File: config.mk
export PLATFORM = sky130hd
export DESIGN_NAME = rsh_switchover
export DESIGN_NICKNAME = d
export VERILOG_FILES = /design/src/core/rsh_pkg.sv /design/src/core/rsh_presc_if.sv /design/src/core/rsh_prescaler.sv /design/src/core/rsh_switchover.sv
export VERILOG_INCLUDE_DIRS = /design/src /design/src/core
export SDC_FILE = /design/constraint.sdc
export NUM_CORES = 1
export LEC_CHECK = 0
export BUFFER_PORTS_ARGS = -buffer_cell sky130_fd_sc_hd__buf_2
export CAP_MARGIN = 20
export CORE_UTILIZATION = 59
export DETAILED_ROUTE_END_ITERATION = 16
export PLACE_DENSITY_LB_ADDON = 0.25
export SETUP_SLACK_MARGIN = 0.4
export SLEW_MARGIN = 20
export SYNTH_ARGS = -nofsm -noshare
export SYNTH_HDL_FRONTEND = slang
export SYNTH_HIERARCHICAL = 1
export SYNTH_SLANG_ARGS = --single-unit
export TNS_END_PERCENT = 100
File: constraint.sdc
create_clock -name clk -period 4.71 [get_ports clk]
set_input_delay 0.942 -clock clk [delete_from_list [all_inputs] [get_ports clk]]
set_output_delay 0.942 -clock clk [all_outputs]
set_load 0.02 [all_outputs]
File: src/core/rsh_params.svh
// Constants for the reference switchover and holdover controller.
// Assumes one 100 MHz core clock and references sampled as plain inputs.
//
// Overview of operation
// - Each reference has prescaler dividing 1..1023
// - Presence judged on prescaled signal, steers switching
// - Manual choice by register bit or pin
// - Auto: primary lost, secondary present, go secondary
// - Nonrevertive: stay on secondary when primary returns
// - Nonrevertive: secondary lost, return to primary
// - Revertive: back to primary once it returns
// - No reference detected: enter holdover
// - Holdover tristates charge pump by default
// - Config bit forces charge pump midrail instead
// - Leave holdover on reference return, resync
// - Input loop power-down powers down feedback input
// - Feedback input uses two-bit control field
// - Feedback input feeds divider and optional doubler
// - Secondary reuses primary divide unless independent
// - Auto: single present reference becomes the active one
`ifndef RSH_PARAMS_SVH
`define RSH_PARAMS_SVH

// ----------------------------------------------------------------
// Widths
// ----------------------------------------------------------------
`define RSH_DIV_W        10
`define RSH_FBCFG_W      2
`define RSH_TMO_W        11

// ----------------------------------------------------------------
// Timing
// ----------------------------------------------------------------
`define RSH_CLK_PERIOD_NS 10
`define RSH_REF_LOSS_NS   10000

// ----------------------------------------------------------------
// Reset values
// ----------------------------------------------------------------
`define RSH_DIV_RST      10'h001
`define RSH_FBCFG_RST    2'h0

`endif

File: src/core/rsh_pkg.sv
// Types for the reference switchover and holdover controller.
// Assumes rsh_params.svh for numeric constants.
package rsh_pkg;
  // ----------------------------------------------------------------
  // Selection modes and active reference
  // ----------------------------------------------------------------
  typedef enum logic [1:0] {
    RSH_MODE_MANUAL = 2'h0,
    RSH_MODE_NONREV = 2'h1,
    RSH_MODE_REVERT = 2'h2
  } rsh_mode_t;

  typedef enum logic {
    RSH_REF_PRI = 1'b0,
    RSH_REF_SEC = 1'b1
  } rsh_ref_t;
endpackage

File: src/core/rsh_presc_if.sv
// Carrier between the controller and one reference prescaler.
// Assumes both ends run on the same core clock.
`timescale 1ns/10ps
`include "rsh_params.svh"
interface rsh_presc_if;
  logic [`RSH_DIV_W-1:0] div;
  logic                  ref_edge;
  logic                  pulse;

  modport ctrl  (output div, output ref_edge, input pulse);
  modport presc (input div, input ref_edge, output pulse);
endinterface

File: src/core/rsh_prescaler.sv
// Integer prescaler for one sampled reference.
// Assumes ref_edge is a one-cycle pulse per reference rising edge.
`timescale 1ns/10ps
`include "rsh_params.svh"
module rsh_prescaler (
  // Clock and reset
  input  wire logic  clk,
  input  wire logic  arst_n,
  // Controller side
  rsh_presc_if.presc pif
);
  import rsh_pkg::*;

  logic [`RSH_DIV_W-1:0] cnt_reg;
  logic [`RSH_DIV_W-1:0] cnt_next;
  logic                  pulse_reg;
  logic                  pulse_next;
  logic [`RSH_DIV_W-1:0] last;

  // ----------------------------------------------------------------
  // Divide counter
  // ----------------------------------------------------------------
  always_comb begin
    last       = (pif.div == '0) ? '0 : pif.div - `RSH_DIV_W'(1);
    cnt_next   = cnt_reg;
    pulse_next = 1'b0;
    if (pif.ref_edge) begin
      if (cnt_reg >= last) begin
        cnt_next   = '0;
        pulse_next = 1'b1;
      end else begin
        cnt_next = cnt_reg + `RSH_DIV_W'(1);
      end
    end
  end

  always_ff @(posedge clk or negedge arst_n) begin
    if (!arst_n) begin
      cnt_reg   <= '0;
      pulse_reg <= 1'b0;
    end else begin
      cnt_reg   <= cnt_next;
      pulse_reg <= pulse_next;
    end
  end

  assign pif.pulse = pulse_reg;
endmodule // rsh_prescaler

File: src/core/rsh_switchover.sv
// Reference prescaling, monitoring, switchover and holdover control.
// Assumes references are slow clocks sampled as inputs; config ports are synchronous.
`timescale 1ns/10ps
`include "rsh_params.svh"
module rsh_switchover (
  // Clock and reset
  input  wire logic                    clk,
  input  wire logic                    arst_n,
  // References and select pin
  input  wire logic                    primary_reference,
  input  wire logic                    secondary_reference,
  input  wire logic                    ref_select_pin,
  // Configuration
  input  wire logic [`RSH_DIV_W-1:0]   primary_div,
  input  wire logic [`RSH_DIV_W-1:0]   secondary_div,
  input  wire logic                    secondary_div_indep,
  input  wire rsh_pkg::rsh_mode_t      select_mode,
  input  wire logic                    manual_use_pin,
  input  wire rsh_pkg::rsh_ref_t       manual_ref,
  input  wire logic                    cp_midrail_en,
  input  wire logic                    input_loop_pd,
  input  wire logic [`RSH_FBCFG_W-1:0] osc_fb_cfg,
  input  wire logic                    doubler_en,
  // Status and control outputs
  output logic                         active_ref,
  output logic                         holdover,
  output logic                         primary_present,
  output logic                         secondary_present,
  output logic                         active_ref_pulse,
  output logic                         cp_tristate,
  output logic                         cp_midrail,
  output logic                         resync_pulse,
  output logic                         osc_fb_pd,
  output logic [`RSH_FBCFG_W-1:0]      osc_fb_cfg_out,
  output logic                         osc_fb_to_fbdiv_en,
  output logic                         osc_fb_to_doubler_en
);
  import rsh_pkg::*;

  localparam int LOSS_CYC = `RSH_REF_LOSS_NS / `RSH_CLK_PERIOD_NS;
  localparam logic [`RSH_TMO_W-1:0] LOSS_MAX = `RSH_TMO_W'(LOSS_CYC);

  // ----------------------------------------------------------------
  // Pin synchronisers and edge detect
  // ----------------------------------------------------------------
  logic [2:0] s1_reg, s1_next;
  logic [2:0] s2_reg, s2_next;
  logic [1:0] s3_reg, s3_next;
  logic [1:0] edge_w;
  logic       pin_sel;

  always_comb begin
    s1_next = {ref_select_pin, secondary_reference, primary_reference};
    s2_next = s1_reg;
    s3_next = s2_reg[1:0];
  end

  always_ff @(posedge clk or negedge arst_n) begin
    if (!arst_n) begin
      s1_reg <= '0;
      s2_reg <= '0;
      s3_reg <= '0;
    end else begin
      s1_reg <= s1_next;
      s2_reg <= s2_next;
      s3_reg <= s3_next;
    end
  end

  assign edge_w  = s2_reg[1:0] & ~s3_reg;
  assign pin_sel = s2_reg[2];

  // ----------------------------------------------------------------
  // Prescalers and presence monitors
  // ----------------------------------------------------------------
  logic [1:0]                  pulse_w;
  logic [1:0]                  ok_w;
  logic [`RSH_DIV_W-1:0]       div_w [2];
  logic [`RSH_TMO_W-1:0]       tmo_reg [2];
  logic [`RSH_TMO_W-1:0]       tmo_next [2];

  assign div_w[0] = primary_div;
  assign div_w[1] = secondary_div_indep ? secondary_div : primary_div;

  for (genvar i = 0; i < 2; i++) begin : g_ref
    rsh_presc_if pif();
    assign pif.div      = div_w[i];
    assign pif.ref_edge = edge_w[i];
    assign pulse_w[i]   = pif.pulse;

    rsh_prescaler u_presc (
      .clk    (clk),
      .arst_n (arst_n),
      .pif    (pif)
    );

    always_comb begin
      if (pulse_w[i]) begin
        tmo_next[i] = '0;
      end else if (tmo_reg[i] < LOSS_MAX) begin
        tmo_next[i] = tmo_reg[i] + `RSH_TMO_W'(1);
      end else begin
        tmo_next[i] = tmo_reg[i];
      end
    end

    always_ff @(posedge clk or negedge arst_n) begin
      if (!arst_n) begin
        tmo_reg[i] <= LOSS_MAX;
      end else begin
        tmo_reg[i] <= tmo_next[i];
      end
    end

    assign ok_w[i] = tmo_reg[i] < LOSS_MAX;
  end

  // ----------------------------------------------------------------
  // Selection and holdover
  // ----------------------------------------------------------------
  rsh_ref_t act_reg, act_next;
  logic     hold_reg, hold_next;
  logic     p_ok, s_ok;

  assign p_ok = ok_w[0];
  assign s_ok = ok_w[1];

  always_comb begin
    act_next  = act_reg;
    hold_next = !p_ok && !s_ok;
    unique case (select_mode)
      RSH_MODE_MANUAL: begin
        act_next = manual_use_pin ? rsh_ref_t'(pin_sel) : manual_ref;
      end
      RSH_MODE_NONREV, RSH_MODE_REVERT: begin
        if (act_reg == RSH_REF_PRI) begin
          if (!p_ok && s_ok) begin
            act_next = RSH_REF_SEC;
          end
        end else if (!s_ok && p_ok) begin
          act_next = RSH_REF_PRI;
        end else if (select_mode == RSH_MODE_REVERT && p_ok) begin
          act_next = RSH_REF_PRI;
        end
      end
      default: begin
        act_next = act_reg;
      end
    endcase
  end

  // ----------------------------------------------------------------
  // Registered outputs
  // ----------------------------------------------------------------
  logic                    tri_next, mid_next, rsy_next, arp_next;
  logic                    pd_next, fbd_next, dbl_next;

  always_comb begin
    tri_next = hold_next && !cp_midrail_en;
    mid_next = hold_next && cp_midrail_en;
    rsy_next = hold_reg && !hold_next;
    arp_next = (act_reg == RSH_REF_PRI) ? pulse_w[0] : pulse_w[1];
    pd_next  = input_loop_pd;
    fbd_next = !input_loop_pd;
    dbl_next = !input_loop_pd && doubler_en;
  end

  always_ff @(posedge clk or negedge arst_n) begin
    if (!arst_n) begin
      act_reg              <= RSH_REF_PRI;
      hold_reg             <= 1'b1;
      cp_tristate          <= 1'b1;
      cp_midrail           <= 1'b0;
      resync_pulse         <= 1'b0;
      active_ref_pulse     <= 1'b0;
      primary_present      <= 1'b0;
      secondary_present    <= 1'b0;
      osc_fb_pd            <= 1'b0;
      osc_fb_cfg_out       <= `RSH_FBCFG_RST;
      osc_fb_to_fbdiv_en   <= 1'b0;
      osc_fb_to_doubler_en <= 1'b0;
    end else begin
      act_reg              <= act_next;
      hold_reg             <= hold_next;
      cp_tristate          <= tri_next;
      cp_midrail           <= mid_next;
      resync_pulse         <= rsy_next;
      active_ref_pulse     <= arp_next;
      primary_present      <= p_ok;
      secondary_present    <= s_ok;
      osc_fb_pd            <= pd_next;
      osc_fb_cfg_out       <= osc_fb_cfg;
      osc_fb_to_fbdiv_en   <= fbd_next;
      osc_fb_to_doubler_en <= dbl_next;
    end
  end

  assign active_ref = act_reg;
  assign holdover   = hold_reg;
endmodule // rsh_switchover

==> metrics <==
status=finished, final reports clean; vias in the first global route=3061; # diodes=0; # clock sinks=65; Peak Freq=248 MHz; Syn Area/Cell=9.70 sq um; clock buffer depth=2; number of synthesized register bits=65; Largest register FFs=22; total power=2.05 mW; drt wl/cell=14.0 um; DR vias=3159; synth warn=6; WP data required=4890 ps; Worst-Margin Slew=825 ps; Synth-to-Final Area Change=15.2%; HP Start=s1_reg[0]; Crit path max-delay family=simple AND/OR/NAND/NOR gates; DRT iter0 DRCs=143; reg2reg start=g_ref[0].u_presc/cnt_reg[0]; slowest cell delay on critical path=550 ps; worst hold margin=353 ps; post-DP HPWL=5500 um; adder-cell share of the synthesized area=0.0963; synth unique cells=49; VDD IR-drop max=0.000322 V; Residual DRC=0; post-route setup TNS=0 ps; post-synthesis compound-gate area fraction=0.140; fin crit period=4040 ps; PortBufs=47; Mapped Cells=402; Num CTS Buffers=9; worst path bufs/invs=1; R2R Setup Slk=2430 ps; # rows=29; Antenna Nets Post-Route=0; DR vias/cell=5.87; clock-pin slew on the worst setup and hold paths=70 ps; worst path cell trace=buf_2 > mux2_2 > or4_4 > or4_4 > nor3_2 > xnor2_1 > nand2_1 > ha_1 > nand2_1 > o21ai_0 > o21bai_1 > o22ai_1; Setup CP Type=in2reg; R2R cell count=7; critical path data arrival time=4220 ps; fin util=0.708; final hold violation count=0; Global Route Usage Sum=0.233; total core area=6350 sq um; clock root cell=clkbuf_8; Die Span X=83.3 um; TritonCTS clock tree=done; total wire length=7520 um; worst min-delay path category=reg2reg; most common cell after layout, fill and taps aside=dfrtp_1; Pleak=2.02 nW; period utilisation layout=0.857; routability-driven placement congestion ratio=0.805; GRT overflow=0; Post-Syn Area=3900 sq um; Critical Path End Type=register; Post CTS Setup Buffer Count=0; Net Count, Synth=467; PwrDens=456 nW/um^2; die area=6940 sq um; worst-case headroom to the max-slew limit=0.450; H-tree levels=3; Final Skew=6.28 ps; clk_lat worst skew=330 ps; max-cap viol count=0; initial antenna violation count=1; IO Count=48; Hold Path Sink=s2_reg[0]; Die Span Y=83.3 um; CP max-delay cell=or4_4; pins over their slew limit=0; startpoint types=primary input; Synth Area in Simple Gates=0.202; mux cell area share after synthesis=0.0420; Synth Area in XOR/XNOR=0.0696; critical path fanouts, max=10; commonest non-fill, non-tap cells in the layout=51 x dfrtp_1, 47 x buf_2, 40 x nand2_1; layout cells sized above 1=0.228; hold_buf cts=0; RSZ-0062 raised after global routing=no; initial core utilization=0.614; final layout net count=521; Min-Delay Path Depth=0; reg2reg end=g_ref[0].u_presc/pif.pulse; drt first pass iters=4; first-pass GRT wire length=13200 um; pin count of the biggest net entering global routing=40; post-cts resize count=0; largest family of logic cells by synthesized area=simple AND/OR/NAND/NOR gates; Final Setup Violations=0; sequential area share after synthesis=0.422
## worst max-delay path by stage
stage                              startpoint  depth (start not counted)                           to
final                     secondary_div_indep                         12  g_ref[1].u_presc/cnt_reg[1]
after global routing      secondary_div_indep                         12  g_ref[1].u_presc/cnt_reg[0]
after CTS                 secondary_div_indep                         12  g_ref[1].u_presc/cnt_reg[1]
after global placement    secondary_div_indep                         12  g_ref[1].u_presc/cnt_reg[6]
after detailed placement  secondary_div_indep                         12  g_ref[1].u_presc/cnt_reg[1]
after floorplan           secondary_div_indep                         12  g_ref[1].u_presc/cnt_reg[0]
## layer usage
layer | vias up | track usage | share of wire
li1 | 1557 | - | -
met2 | 79 | 0.420 | 0.50
met5 | - | 0 | 0
met3 | 9 | 0.0338 | 0.041
met4 | 0 | 0.0940 | 0.014
met1 | 1514 | 0.279 | 0.45
## synth_stat cells (all sizes together)
master,count,area [sq um]
nand4,6,37.5
xor2,13,114
o2111ai,5,43.8
nor2b,7,43.8
nand2b,12,75.1
o21bai,1,7.51
nor3,11,65.1
mux2i,4,40.0
a2bb2oi,2,23.8
or2,1,6.26
o21a,2,15.0
a2111oi,2,23.8
a31o,2,17.5
a21o,1,7.51
o311ai,3,26.3
dfrtp,51,1280
a41oi,2,17.5
ha,30,375
nor4,3,18.8
nor3b,3,22.5
xnor2,18,158
dfstp,14,368
buf,1,11.3
o31ai,4,30.0
nand3,16,80.1
mux2,11,124
o21ai,9,45.0
a211oi,9,67.6
or4,7,67.6
nand3b,1,7.51
and4,3,26.3
and3,3,18.8
inv,19,71.3
a21oi,25,129
a211o,1,8.76
o32ai,1,8.76
a31oi,4,25.0
and2,7,43.8
o211ai,3,22.5
clkbuf,8,30.0
o22ai,4,25.0
nor2,33,124
nand2,40,150
## power breakdown
group / total, mW / internal [mW] / switching, mW
registers: 0.852 / 0.692 / 0.160
logic: 0.574 / 0.269 / 0.305
clock network: 0.622 / 0.405 / 0.217
total: 2.05 / 1.37 / 0.682
## kinds of logic after synthesis
group / Yosys count
compound gates: 80
simple gates: 153
xor+xnor: 31
flops: 65
buf+inv: 28
fa+ha+maj: 30
mux: 15
## layout make-up
cell class | instances | area (sq um)
Multi-Input combinational cell | 309 | 2140
Fill cell | 480 | 1860
Sequential cell | 65 | 1640
Clock inverter | 7 | 143
Tap cell | 77 | 96.3
Timing Repair Buffer | 52 | 273
Inverter | 19 | 71.3
Clock buffer | 9 | 124
## per-stage QoR
step | setup slack, ps | area (sq um) | instances
floorplan | 548 | 3900 | 402
global placement | 496 | 4230 | 522
detailed placement | 327 | 4230 | 522
CTS | 683 | 4490 | 538
global route | 543 | 4490 | 538
finish | 671 | 4490 | 538
No activity file was read; power rests on OpenSTA's default activity.
